===== src/intc_pkg.sv =====
// Shared constants and helpers for the interrupt priority and polarity block
package intc_pkg;

  // APB word indexes; byte address is four times the index
  localparam logic [5:0] IDX_MASK     = 6'h00;
  localparam logic [5:0] IDX_POL      = 6'h01;
  localparam logic [5:0] IDX_PRL_LOW  = 6'h02;
  localparam logic [5:0] IDX_PRL_MID  = 6'h03;
  localparam logic [5:0] IDX_PRL_HIGH = 6'h04;
  localparam logic [5:0] IDX_PENDING  = 6'h05;
  localparam logic [5:0] IDX_CLR_PEND = 6'h06;
  localparam logic [5:0] IDX_PRESENT  = 6'h07;
  localparam logic [5:0] IDX_IRQ_STAT = 6'h08;
  localparam logic [5:0] IDX_IRQ_EN   = 6'h09;
  localparam logic [5:0] IDX_IRQ_CLR  = 6'h0a;
  localparam logic [5:0] IDX_LAST     = 6'h0a;

  // Reset values
  localparam logic [7:0] MASK_RST     = 8'h00;
  localparam logic [7:0] POL_RST      = 8'h00;
  localparam logic [7:0] PRL_LOW_RST  = 8'hfa;
  localparam logic [7:0] PRL_MID_RST  = 8'hc6;
  localparam logic [7:0] PRL_HIGH_RST = 8'h88;
  localparam logic [2:0] IRQ_RST      = 3'h0;

  // Polarity fields; bits 7-5 read zero
  localparam int unsigned POL_NMI_BIT = 0;
  localparam int unsigned POL_PA_BIT  = 1;
  localparam int unsigned POL_PB_BIT  = 2;
  localparam logic [7:0]  POL_USED    = 8'h1f;

  // Source codes and vectors
  localparam logic [3:0] SRC_NMI    = 4'h8;
  localparam logic [2:0] SRC_PORT_A = 3'h6;
  localparam logic [2:0] SRC_PORT_B = 3'h7;
  localparam logic [7:0] VEC_BASE   = 8'h03;
  localparam logic [7:0] VEC_STRIDE = 8'h03;
  localparam int unsigned GROUP_W   = 3;
  localparam int unsigned LEVELS    = 8;

  // Interrupt status bits
  localparam int unsigned IRQ_NMI_BIT  = 0;
  localparam int unsigned IRQ_PORT_BIT = 1;
  localparam int unsigned IRQ_ACK_BIT  = 2;

  function automatic logic [7:0] vector_of(input logic [3:0] src);
    vector_of = 8'(8'(src) * VEC_STRIDE + VEC_BASE);
  endfunction : vector_of

  function automatic logic [7:0] onehot8(input logic [2:0] code);
    onehot8 = 8'(8'h01 << code);
  endfunction : onehot8

endpackage : intc_pkg


===== src/pin_edge_detect.sv =====
// Synchronised edge detector with selectable triggering edge
`timescale 1ns/100ps
module pin_edge_detect (
  // Clock and reset
  input  wire logic clock_i,
  input  wire logic srst_i,
  input  wire logic ce_i,
  // Pin and edge choice
  input  wire logic pin_i,
  input  wire logic fall_sel_i,
  // Event
  output logic      edge_o
);
  logic sync1_reg;
  logic sync2_reg;
  logic prev_reg;
  wire  rise_w = sync2_reg & ~prev_reg;
  wire  fall_w = ~sync2_reg & prev_reg;
  wire  edge_next = fall_sel_i ? fall_w : rise_w;

  always_ff @(posedge clock_i) begin
    if (srst_i) begin
      sync1_reg <= 1'b0;
      sync2_reg <= 1'b0;
      prev_reg  <= 1'b0;
      edge_o    <= 1'b0;
    end else if (ce_i) begin
      sync1_reg <= pin_i;
      sync2_reg <= sync1_reg;
      prev_reg  <= sync2_reg;
      edge_o    <= edge_next;
    end
  end
endmodule : pin_edge_detect


===== src/priority_select.sv =====
// Finds the highest programmable level whose coded source is requesting
`timescale 1ns/100ps
module priority_select (
  // Priority map and requests
  input  wire logic [23:0] map_i,
  input  wire logic [7:0]  req_i,
  // Winner
  output logic             found_o,
  output logic [2:0]       code_o,
  output logic [2:0]       level_o
);
  logic [2:0] grp;

  // Scan from the lowest level up so the highest level is written last
  always_comb begin
    grp     = 3'h0;
    found_o = 1'b0;
    code_o  = 3'h0;
    level_o = 3'h0;
    for (int l = intc_pkg::LEVELS - 1; l >= 0; l--) begin
      grp = map_i[l*intc_pkg::GROUP_W +: intc_pkg::GROUP_W]; // RQ3 RQ5 RQ6
      if (req_i[grp]) begin
        found_o = 1'b1;
        code_o  = grp;
        level_o = 3'(l);
      end
    end
  end
  // A code held in two groups takes the higher level; software keeps them distinct RQ8

endmodule : priority_select


===== src/interrupt_priority_polarity_config.sv =====
// Interrupt configuration, pending tracking and request selection toward the core
//
// Behaviour
// RQ1: Port A polarity 0 triggers on a rising pin edge, 1 on a falling edge.
// RQ2: NMI polarity 0 triggers on a rising input edge, 1 on a falling edge.
// RQ3: The three priority registers form one 24-bit map of eight 3-bit level groups, level 1 highest.
// RQ4: The NMI sits at fixed level 0 above all others and only the trap may preempt its service.
// RQ5: Bits 2-0 define level 1 and each higher group the next lower level, up to bits 23-21 as level 8.
// RQ6: Each group holds a source code 0..7 (converter, timer 0, timer 1, serial, SPI, I2C, port A, port B).
// RQ7: Reset loads the low, mid and high maps with fa, c6 and 88, putting code n at level n plus one.
// RQ8: Software keeps every group code distinct and the three registers consistent.
// RQ9: A source with mask bit 1 may be presented; with mask 0 its request stays pending.
// RQ10: Writing a new NMI or port polarity raises a request from that source.
// RQ11: A pending higher-level request preempts a lower-level service, checked at instruction boundaries.
// RQ12: Port B polarity 0 triggers on a rising input edge, 1 on a falling edge.
// RQ13: Among enabled pending requests the one in the highest level group is presented with its vector.
// RQ14: Each detected edge stays pending until serviced or explicitly cleared.
//
// Our own choice: the APB register port.
`timescale 1ns/100ps
module interrupt_priority_polarity_config (
  // Clock, reset, enable
  input  wire logic        clock_i,
  input  wire logic        srst_i,
  input  wire logic        ce_i,
  // APB slave
  input  wire logic        psel_i,
  input  wire logic        penable_i,
  input  wire logic        pwrite_i,
  input  wire logic [7:0]  paddr_i,
  input  wire logic [31:0] pwdata_i,
  input  wire logic [3:0]  pstrb_i,
  output logic [31:0]      prdata_o,
  output logic             pready_o,
  output logic             pslverr_o,
  // Event sources
  input  wire logic [5:0]  periph_event_i,
  input  wire logic        nmi_pin_i,
  input  wire logic        port_a_pin_i,
  input  wire logic        port_b_pin_i,
  // Core control unit
  input  wire logic        instr_boundary_i,
  input  wire logic        ack_i,
  input  wire logic        reti_i,
  input  wire logic        trap_busy_i,
  output logic             irq_req_o,
  output logic [3:0]       irq_source_o,
  output logic [7:0]       irq_vector_o,
  // Interrupt line
  output logic             irq_o
);
  logic [7:0] mask_reg, pol_reg, prl_low_reg, prl_mid_reg, prl_high_reg;
  logic [7:0] pend_reg, isr_reg;
  logic       nmi_pend_reg, nmi_isr_reg;
  logic [2:0] irq_stat_reg, irq_en_reg;
  logic [7:0] rd_data;
  logic       nmi_edge, pa_edge, pb_edge;

  ////////////////////////////////////////////////////////////////////////////
  // APB decode
  wire [5:0] idx      = paddr_i[7:2];
  wire       addr_ok  = (paddr_i[1:0] == 2'h0) && (idx <= intc_pkg::IDX_LAST);
  wire       setup    = psel_i & ~penable_i;
  wire       wr_acc   = psel_i & penable_i & pready_o & pwrite_i & ~pslverr_o & pstrb_i[0];
  wire [7:0] wbyte    = pwdata_i[7:0];
  wire       wr_mask  = wr_acc && idx == intc_pkg::IDX_MASK;
  wire       wr_pol   = wr_acc && idx == intc_pkg::IDX_POL;
  wire       wr_low   = wr_acc && idx == intc_pkg::IDX_PRL_LOW;
  wire       wr_mid   = wr_acc && idx == intc_pkg::IDX_PRL_MID;
  wire       wr_high  = wr_acc && idx == intc_pkg::IDX_PRL_HIGH;
  wire       wr_clrp  = wr_acc && idx == intc_pkg::IDX_CLR_PEND;
  wire       wr_irqen = wr_acc && idx == intc_pkg::IDX_IRQ_EN;
  wire       wr_irqcl = wr_acc && idx == intc_pkg::IDX_IRQ_CLR;

  wire [23:0] prio_map = {prl_low_reg, prl_mid_reg, prl_high_reg}; // RQ3 RQ5

  always_comb begin
    case (idx)
      intc_pkg::IDX_MASK:     rd_data = mask_reg;
      intc_pkg::IDX_POL:      rd_data = pol_reg;
      intc_pkg::IDX_PRL_LOW:  rd_data = prl_low_reg;
      intc_pkg::IDX_PRL_MID:  rd_data = prl_mid_reg;
      intc_pkg::IDX_PRL_HIGH: rd_data = prl_high_reg;
      intc_pkg::IDX_PENDING:  rd_data = pend_reg;
      intc_pkg::IDX_PRESENT:  rd_data = {2'h0, nmi_isr_reg, nmi_pend_reg, irq_source_o};
      intc_pkg::IDX_IRQ_STAT: rd_data = {5'h00, irq_stat_reg};
      intc_pkg::IDX_IRQ_EN:   rd_data = {5'h00, irq_en_reg};
      default:                rd_data = 8'h00;
    endcase
  end

  // Answer is prepared in setup so the access phase completes with no wait
  always_ff @(posedge clock_i) begin
    if (srst_i) begin
      prdata_o  <= 32'h0000_0000;
      pready_o  <= 1'b0;
      pslverr_o <= 1'b0;
    end else if (ce_i) begin
      pready_o  <= setup;
      pslverr_o <= setup & ~addr_ok;
      if (setup) begin
        prdata_o <= {24'h00_0000, (addr_ok && !pwrite_i) ? rd_data : 8'h00};
      end
    end
  end

  ////////////////////////////////////////////////////////////////////////////
  // Edge detection
  pin_edge_detect u_nmi_edge (
    .clock_i    (clock_i),
    .srst_i     (srst_i),
    .ce_i       (ce_i),
    .pin_i      (nmi_pin_i),
    .fall_sel_i (pol_reg[intc_pkg::POL_NMI_BIT]), // RQ2
    .edge_o     (nmi_edge)
  );
  pin_edge_detect u_pa_edge (
    .clock_i    (clock_i),
    .srst_i     (srst_i),
    .ce_i       (ce_i),
    .pin_i      (port_a_pin_i),
    .fall_sel_i (pol_reg[intc_pkg::POL_PA_BIT]), // RQ1
    .edge_o     (pa_edge)
  );
  pin_edge_detect u_pb_edge (
    .clock_i    (clock_i),
    .srst_i     (srst_i),
    .ce_i       (ce_i),
    .pin_i      (port_b_pin_i),
    .fall_sel_i (pol_reg[intc_pkg::POL_PB_BIT]), // RQ12
    .edge_o     (pb_edge)
  );

  // Changing a polarity looks like an edge to the source, so it requests
  wire nmi_chg = wr_pol && (wbyte[intc_pkg::POL_NMI_BIT] != pol_reg[intc_pkg::POL_NMI_BIT]); // RQ10
  wire pa_chg  = wr_pol && (wbyte[intc_pkg::POL_PA_BIT] != pol_reg[intc_pkg::POL_PA_BIT]);   // RQ10
  wire pb_chg  = wr_pol && (wbyte[intc_pkg::POL_PB_BIT] != pol_reg[intc_pkg::POL_PB_BIT]);   // RQ10

  ////////////////////////////////////////////////////////////////////////////
  // Selection
  logic       win_found, isr_found;
  logic [2:0] win_code, win_lvl, isr_code, isr_lvl;

  priority_select u_win_sel (
    .map_i   (prio_map),
    .req_i   (pend_reg & mask_reg), // RQ9
    .found_o (win_found),
    .code_o  (win_code),
    .level_o (win_lvl)
  );
  priority_select u_isr_sel (
    .map_i   (prio_map),
    .req_i   (isr_reg),
    .found_o (isr_found),
    .code_o  (isr_code),
    .level_o (isr_lvl)
  );

  wire       blocked   = trap_busy_i | nmi_isr_reg; // RQ4
  wire       cand_nmi  = nmi_pend_reg & ~blocked; // RQ4
  wire       cand_prog = win_found & ~blocked & (~isr_found | (win_lvl < isr_lvl)); // RQ11 RQ13
  wire [3:0] cand_src  = cand_nmi ? intc_pkg::SRC_NMI : {1'b0, win_code};

  ////////////////////////////////////////////////////////////////////////////
  // Pending and in-service state
  wire       ack_take  = ack_i & irq_req_o;
  wire       ack_nmi   = ack_take && irq_source_o == intc_pkg::SRC_NMI;
  wire [7:0] ack_vec   = (ack_take && !irq_source_o[3]) ? intc_pkg::onehot8(irq_source_o[2:0]) : 8'h00;
  wire [7:0] sw_clr    = (wr_clrp && !wbyte[3]) ? intc_pkg::onehot8(wbyte[2:0]) : 8'h00;
  wire       sw_clrnmi = wr_clrp && wbyte[3:0] == intc_pkg::SRC_NMI;
  wire [7:0] set_vec   = {pb_edge | pb_chg, pa_edge | pa_chg, periph_event_i};
  wire [7:0] reti_vec  = (reti_i && !nmi_isr_reg && isr_found) ? intc_pkg::onehot8(isr_code) : 8'h00;
  // Clearing a source under service has no effect; a new event wins over any clear
  wire [7:0] pend_next = (pend_reg & ~(sw_clr & ~isr_reg) & ~ack_vec) | set_vec; // RQ14
  wire       nmi_next  = (nmi_pend_reg & ~ack_nmi & ~(sw_clrnmi & ~nmi_isr_reg)) | nmi_edge | nmi_chg; // RQ14
  wire [7:0] isr_next  = (isr_reg & ~reti_vec) | ack_vec;
  wire       nisr_next = (nmi_isr_reg & ~reti_i) | ack_nmi;
  wire [2:0] irq_set   = {ack_take, pa_edge | pb_edge, nmi_edge};
  wire [2:0] stat_next = (irq_stat_reg & ~(wr_irqcl ? wbyte[2:0] : 3'h0)) | irq_set;

  always_ff @(posedge clock_i) begin
    if (srst_i) begin
      mask_reg     <= intc_pkg::MASK_RST;
      pol_reg      <= intc_pkg::POL_RST;
      prl_low_reg  <= intc_pkg::PRL_LOW_RST; // RQ7
      prl_mid_reg  <= intc_pkg::PRL_MID_RST; // RQ7
      prl_high_reg <= intc_pkg::PRL_HIGH_RST; // RQ7
      irq_en_reg   <= intc_pkg::IRQ_RST;
    end else if (ce_i) begin
      if (wr_mask)  mask_reg     <= wbyte;
      if (wr_pol)   pol_reg      <= wbyte & intc_pkg::POL_USED;
      if (wr_low)   prl_low_reg  <= wbyte;
      if (wr_mid)   prl_mid_reg  <= wbyte;
      if (wr_high)  prl_high_reg <= wbyte;
      if (wr_irqen) irq_en_reg   <= wbyte[2:0];
    end
  end

  always_ff @(posedge clock_i) begin
    if (srst_i) begin
      pend_reg     <= 8'h00;
      nmi_pend_reg <= 1'b0;
      isr_reg      <= 8'h00;
      nmi_isr_reg  <= 1'b0;
      irq_stat_reg <= intc_pkg::IRQ_RST;
      irq_o        <= 1'b0;
    end else if (ce_i) begin
      pend_reg     <= pend_next;
      nmi_pend_reg <= nmi_next;
      isr_reg      <= isr_next;
      nmi_isr_reg  <= nisr_next;
      irq_stat_reg <= stat_next;
      irq_o        <= |(stat_next & irq_en_reg);
    end
  end

  // Presented request changes only at a boundary; acknowledge withdraws it
  always_ff @(posedge clock_i) begin
    if (srst_i) begin
      irq_req_o    <= 1'b0;
      irq_source_o <= 4'h0;
      irq_vector_o <= 8'h00;
    end else if (ce_i) begin
      if (ack_take) begin
        irq_req_o <= 1'b0;
      end else if (instr_boundary_i) begin
        irq_req_o    <= cand_nmi | cand_prog; // RQ11 RQ13
        irq_source_o <= cand_src;
        irq_vector_o <= intc_pkg::vector_of(cand_src); // RQ13
      end
    end
  end

  wire latch_now = ce_i && instr_boundary_i && !ack_take;
endmodule : interrupt_priority_polarity_config


===== config.mk =====
export PLATFORM = sky130hd
export DESIGN_NAME = interrupt_priority_polarity_config
export DESIGN_NICKNAME = d
export VERILOG_FILES = /design/src/intc_pkg.sv /design/src/pin_edge_detect.sv /design/src/priority_select.sv /design/src/interrupt_priority_polarity_config.sv
export SDC_FILE = /design/constraint.sdc
export NUM_CORES = 1
export LEC_CHECK = 0
export BUFFER_PORTS_ARGS = -buffer_cell sky130_fd_sc_hd__buf_2
export CAP_MARGIN = 5
export CORE_ASPECT_RATIO = 0.7
export CORE_MARGIN = 1.5
export CORE_UTILIZATION = 50
export DETAILED_ROUTE_END_ITERATION = 6
export GPL_ROUTABILITY_DRIVEN = 1
export MAX_ROUTING_LAYER = met4
export PLACE_DENSITY = 0.73
export SLEW_MARGIN = 5
export SYNTH_ARGS = -nofsm -noshare
export SYNTH_HDL_FRONTEND = slang
export SYNTH_SLANG_ARGS = --single-unit

===== constraint.sdc =====
create_clock -name clock_i -period 8 [get_ports clock_i]
set_clock_uncertainty 0.05 [all_clocks]
set_input_delay 0.4 -clock clock_i [delete_from_list [all_inputs] [get_ports clock_i]]
set_output_delay 0.4 -clock clock_i [all_outputs]
set_load 0.005 [all_outputs]

---- Word level (Yosys, flattened, before mapping) ----
Cells that the tools add are included.
W data, S select, Z words.
operators by class
  multiplexer cells ....................... 92
  reduce and logical (&&, ||, !) cells .... 36
  eq/ne operators ......................... 15
  $mul .................................... 1
  order comparisons ....................... 10
  shift operators ......................... 3
  bitwise operators ....................... 61
  add/sub/neg operators ................... 1
operators by type and width
  kind                   number
  $mux W3                33
  $pmux W8 S9            1
  $bmux W1 S3            16
  $and A8 B8 Y8          5
  $mux W1                37
  $lt A3 B4 Y1 const B   8
  $mux W8                4
  $not A8 Y8             4
  $eq A6 B3 Y1 const B   4
  $shl A1 B3 Y8 const A  3
  $and A1 B1 Y1          21
  $logic_and A1 B1 Y1    19
  $eq A6 B4 Y1 const B   3
  $not A1 Y1             16
  $or A8 B8 Y8           2
  $reduce_and A2 Y1      8
  $eq A6 B2 Y1 const B   2
  $or A1 B1 Y1           9
  $eq A4 B4 Y1 const B   2
  $add A6 B2 Y7 const B  1
  $and A3 B3 Y3          2
  $eq A6 B1 Y1 const B   1
  $le A6 B4 Y1 const B   1
  $logic_not A6 Y1       1
  11 further kinds       16
word-level totals
  flip-flop bits (word level) ............. 97
  word-level logic and storage cells ...... 249
  output and inout port bits .............. 48
  input port bits ......................... 63

---- Logic depth before layout (Yosys ltp) ----
  depth in word-level cells ............... 17
  gate-level depth with buffers ........... 16

---- Hierarchy ----
A second synthesis with hierarchy kept.
unflattened totals
  cell total of the unflattened synthesis .. 833
  area total of the unflattened synthesis .. 7175.6 um^2
modules (own cells, without submodules)
  module                              area an instance (um^2)  times used  cells each
  interrupt_priority_polarity_config  4434.3                   1           516
  priority_select                     1139.8                   2           136
  pin_edge_detect                     153.9                    3           15

---- Worst setup path before layout ----
Ideal clock, no wire load.
  path kind ............................... register to register
  from .................................... register prl_high_reg[5]
  to ...................................... register irq_vector_o[4]
  data arrival time ....................... 3138 ps
  period minus slack after synthesis ...... 3259 ps
  path slack .............................. 4741 ps
  cell stages (with the launch flop) ...... 16
  cells stage by stage .................... dfxtp_1 -> clkbuf_1 -> mux4_2 -> mux2_2 -> o211ai_1 -> a21oi_1 -> a211oi_2 -> inv_1 -> ha_1 -> inv_1 -> ha_1 -> a21o_1 -> a21oi_1 -> xnor2_1 -> nand2_1 -> a21oi_1
on the way
  word-level cells in the longest chain between the ends .. 7
ends and longest elaborated chain
  element                        line                                       text
  from (decl)                    interrupt_priority_polarity_config.sv:52   logic [7:0] mask_reg, pol_reg, prl_low_reg, prl_mid_reg, prl_high_reg;
  from (signal assigned)         interrupt_priority_polarity_config.sv:187  prl_high_reg <= intc_pkg::PRL_HIGH_RST;
  from (signal assigned)         interrupt_priority_polarity_config.sv:194  if (wr_high) prl_high_reg <= wbyte;
  $bmux W1 S3                    priority_select.sv:22                      if (req_i[grp]) begin
  $mux W1 (not written as such)  priority_select.sv:22
  $mux W3 (2 in a row)           priority_select.sv:22
  $mux W4                        interrupt_priority_polarity_config.sv:162  wire [3:0] cand_src = cand_nmi ? intc_pkg::SRC_NMI : {1'b0, win_code};
  via cand_src[0]                interrupt_priority_polarity_config.sv:162
  $mul A4 B2 Y6                  intc_pkg.sv:47                             vector_of = 8'(8'(src) * VEC_STRIDE + VEC_BASE);
  $add A6 B2 Y7                  intc_pkg.sv:47
  to (signal assigned)           interrupt_priority_polarity_config.sv:229  irq_vector_o <= intc_pkg::vector_of(cand_src);
  to (decl)                      interrupt_priority_polarity_config.sv:48   output logic [7:0] irq_vector_o,
The timed path passes the listed nets, and every way through them passes these cells. The select of a mux whose other input is x is not followed.
A chain may end at the register's enable or synchronous reset.

---- Final worst setup path ----
  from .................................... register prl_low_reg[3]
  to ...................................... register irq_vector_o[4]
on the way
  word-level cells in the longest chain between the ends .. 12
ends and longest elaborated chain
  element                        line                                       text
  from (decl)                    interrupt_priority_polarity_config.sv:52
  from (signal assigned)         interrupt_priority_polarity_config.sv:185  prl_low_reg <= intc_pkg::PRL_LOW_RST;
  from (signal assigned)         interrupt_priority_polarity_config.sv:192  if (wr_low) prl_low_reg <= wbyte;
  $bmux W1 S3                    priority_select.sv:22
  $mux W1 (not written as such)  priority_select.sv:22
  $mux W3 (7 in a row)           priority_select.sv:22
  $mux W4                        interrupt_priority_polarity_config.sv:162
  via cand_src[0]                interrupt_priority_polarity_config.sv:162
  $mul A4 B2 Y6                  intc_pkg.sv:47
  $add A6 B2 Y7                  intc_pkg.sv:47
The timed path passes the listed nets, and every way through them passes these cells. The select of a mux whose other input is x is not followed.

==> implementation parameters <==
Parameter                              Value

GRT
  Via count of the first global-routing pass    6146
  Number of antenna violations at the first check in global routing    0
  GR Util All Layers    29.71%
  Wire length of the first global-routing pass    35110 µm
  Maximum number of pins on one net before global-route repair    98
  Total gr overflow    0

Synthesis
  Dominant synthesized flop cell    sky130_fd_sc_hd__dfxtp_1
  Number of warnings issued by yosys    0
  Sequential area share after synthesis    25.47%
  Post-synthesis cell type with the largest combined area    sky130_fd_sc_hd__dfxtp_1
  Post-synthesis xor/xnor area fraction    0.7038%
  Synth top area share    25.47%
  Top cells by instance count after synthesis    sky130_fd_sc_hd__nor2_1 (107), sky130_fd_sc_hd__dfxtp_1 (95), sky130_fd_sc_hd__nand2_1 (91)
  Syn Std Cell Area    7467 µm²
  Most frequent cell after synthesis    sky130_fd_sc_hd__nor2_1
  Dominant combinational cell family by area after synthesis    multiplexers
  Count of different cell masters after synthesis    82
  Share of async-settable or async-resettable flops after synthesis    0%
  Mux contribution to synthesized area    25.12%
  Count of flip-flops with a built-in enable after synthesis    0
  Complex-gate fraction of the synthesized area    19.91%
  Mean Syn Cell Area    8.534 µm²
  Number of flip-flops and latches in the synthesized netlist    95
  Simple-gate share of the synthesized area    19.82%
  Top cells by area, synth    sky130_fd_sc_hd__dfxtp_1 (25%), sky130_fd_sc_hd__mux4_2 (12%), sky130_fd_sc_hd__mux2i_1 (7.0%), sky130_fd_sc_hd__nor2_1 (5.4%), sky130_fd_sc_hd__nand2_1 (4.6%)
  Fraction of the mapped netlist area in adder cells    1.173%
  Post-Synthesis Cells    875

Placement
  Placer's final routability congestion estimate    0.9498
  I/O Buffers    57
  Placed cell areas    7612 µm²
  Detailed Place HPWL    15920 µm

Critical path
  Classification of the worst setup path    flip-flop to flip-flop
  FF-to-FF path depth    14
  Element type at the critical path start    flip-flop
  Data arrival time at the worst-slack endpoint    4.17 ns
  Critical R2R Capture    irq_vector_o[4]
  Maximum fanout encountered on the critical timing path    14
  Critical Path Sink Type    flip-flop
  Data required time of the worst path    8.23 ns
  Startpoint of the most critical register-to-register path    prl_low_reg[3]
  Slack of the worst reg-to-reg path    4.06 ns

Finish
  Post-route cell area    7934 µm²
  Final net count    940
  Area overhead of the layout relative to synthesis    6.250%
  Share of layout cells above drive strength 1    17.14%
  Diode count    0

CTS
  Number of clock sinks    95
  Htree depth    3
  CTS resizes    0
  Clk_lat worst skew    0.36 ns
  Clock-pin slew on the worst setup and hold paths    0.08 ns
  CTS Buf Count    9
  Number of setup buffers added after CTS    0
  Hold-fix buffer count after cts    0
  Longest Clk Path Bufs    2
  TritonCTS clock tree    yes
  Clk root buf    sky130_fd_sc_hd__clkbuf_16

Run status
  Status    complete, no violations

STA
  Count of endpoints failing setup in the final report    0
  Post-route fraction of the period consumed by the critical path    49.23%
  Slew at the pin closest to its max-slew limit    1.181 ns
  Maximum clock frequency    253.9 MHz
  Clock period minus worst slack    3.938 ns
  Max Slew Vio Count    0
  Hold violation count in the final report    0
  Setup repair after global routing missed its margin    false
  Worst relative slew slack    20.56%
  Final-layout setup total negative slack    0 ns

Power and ir drop
  Clk pwr share    45.5%
  Net switching power    0.2744 mW
  Fraction of power consumed by sequential logic    47.3%
  Internal power contribution    0.7609 mW
  Standby leakage power    3.103 nW
  Combinational Power Share    7.2%
  Peak supply drop    0.1019 mV
  Sw Share    26.51%
  Power density relative to cell area    130.5 nW/µm²

Worst hold path
  Hold Crit Depth    3
  Startpoint of the tightest hold check path    port_b_pin_i
  Type of the worst min-delay path    primary input to flip-flop
  Endpoint of the worst hold path    u_pb_edge.sync1_reg

Detailed routing
  Total vias in the final route    6888
  Remaining DRCs    0
  Average detailed-routed wire length per instance    20.85 µm
  Detailed-routing iteration count for the pre-antenna-repair pass    6
  Via density per instance    6.437
  Routed Wire Length    22310 µm
  Initial detailed-routing violation count    921
  Antenna Nets Post-Route    0

Floorplan
  DIE HEIGHT    105.2 µm
  Top-level I/O count    111
  Core Area    14630 µm²
  Die footprint    15690 µm²
  Initial core utilization    51.04%
  Site Rows    37
  Die width    149.1 µm

Flow run
  Count of max-cap constraint violations    0
==> per-layer routing <==
metal  part of all wire, %  routed length [µm]  vias up  GRT usage [%]
li1                      -                   -     3180              -
met1                    45               10090     3310          45.03
met2                    43                9508      374          41.37
met3                    11                2507       24          5.281
met4                  0.89                 198        0          5.375
met5                     0                   0        -              -
==> worst max path at each step <==
stage | slack, ns | start | endpoint
3_3_place_gp | 4.13 | prl_low_reg[3] | irq_vector_o[4]
6_report | 4.06 | prl_low_reg[3] | irq_vector_o[4]
2_1_floorplan | 4.74 | prl_high_reg[5] | irq_vector_o[4]
5_1_grt | 3.81 | prl_mid_reg[1] | irq_vector_o[4]
3_5_place_dp | 4.10 | prl_low_reg[3] | irq_vector_o[4]
4_1_cts | 4.06 | prl_low_reg[3] | irq_vector_o[4]
==> layout by cell type (no fill, tap or decap), types with 11 or more instances in the layout <==
master                     instances
sky130_fd_sc_hd__mux2_2           16
sky130_fd_sc_hd__nor2_1          107
sky130_fd_sc_hd__inv_1            20
sky130_fd_sc_hd__and2_1           12
sky130_fd_sc_hd__buf_2            57
sky130_fd_sc_hd__nor3_1           11
sky130_fd_sc_hd__nor2b_1          12
sky130_fd_sc_hd__o21ai_0          29
sky130_fd_sc_hd__nand2_1          91
sky130_fd_sc_hd__a22oi_1          29
sky130_fd_sc_hd__dfxtp_1          95
sky130_fd_sc_hd__nand3_1          23
sky130_fd_sc_hd__a211o_1          14
sky130_fd_sc_hd__mux2i_1          52
sky130_fd_sc_hd__nand2b_1         13
sky130_fd_sc_hd__mux4_2           40
sky130_fd_sc_hd__conb_1           26
sky130_fd_sc_hd__a21oi_1          56
==> critical path, cell delays in order (launching register included) <==
cell and delay [ns]:
sky130_fd_sc_hd__dfxtp_1 0.73, sky130_fd_sc_hd__mux4_2 0.66, sky130_fd_sc_hd__a221oi_1 0.41, sky130_fd_sc_hd__and3_1 0.21, sky130_fd_sc_hd__o31ai_1 0.12, sky130_fd_sc_hd__a211oi_2 0.43, sky130_fd_sc_hd__inv_1 0.09, sky130_fd_sc_hd__ha_1 0.18
sky130_fd_sc_hd__inv_1 0.05, sky130_fd_sc_hd__ha_1 0.24, sky130_fd_sc_hd__a21o_1 0.17, sky130_fd_sc_hd__a21oi_1 0.17, sky130_fd_sc_hd__xnor2_1 0.13, sky130_fd_sc_hd__nand2_1 0.07, sky130_fd_sc_hd__a21oi_1 0.15
==> layout make-up <==
cell class              count  area (µm²)
clock inverters             7       96.34
fillers                  1392        6695
well taps                 195       244.0
clock buffers               9       225.2
repair buffers             60       307.8
multi-input cells         683        5080
inverters                  21       78.83
flip-flops and latches     95        1902
==> power groups by stage <==
| stage | clock network (mW) | registers [mW] | logic (mW) |
|---|---|---|---|
| floorplan | 0 | 0.497 | 0.0589 |
| global placement | 0 | 0.500 | 0.0722 |
| detailed placement | 0 | 0.501 | 0.0729 |
| CTS | 0.473 | 0.489 | 0.0734 |
| global route | 0.497 | 0.491 | 0.0818 |
| finish | 0.471 | 0.490 | 0.0749 |
==> cells by family (layout without fill, tap and decap cells) <==
family / Yosys count / in the layout
AOI/OAI and AO/OA: 214 / 214
xor gates and xnor gates: 6 / 6
adders and majority gates: 7 / 7
buffers and inverters: 122 / 97
DFF: 95 / 95
muxes: 119 / 119
other: 1 / 26
and+or+nand+nor: 311 / 311
==> per-stage QoR <==
| step | worst slack [ns] | std cells | total power, mW | utilization, % | hold WS (ns) |
|---|---|---|---|---|---|
| 2_1_floorplan | 4.741 | 900 | 0.5562 | - | 0.3982 |
| 3_3_place_gp | 4.127 | 1054 | 0.5727 | 52.04 | 0.3862 |
| 3_5_place_dp | 4.096 | 1054 | 0.5734 | 52.04 | 0.3913 |
| 4_1_cts | 4.063 | 1070 | 1.036 | 54.23 | 0.2248 |
| 5_1_grt | 3.808 | 1070 | 1.069 | 54.23 | 0.2474 |
| 6_report | 4.062 | 1070 | 1.035 | 54.23 | 0.2210 |
No activity file was read; power rests on OpenSTA's default activity.
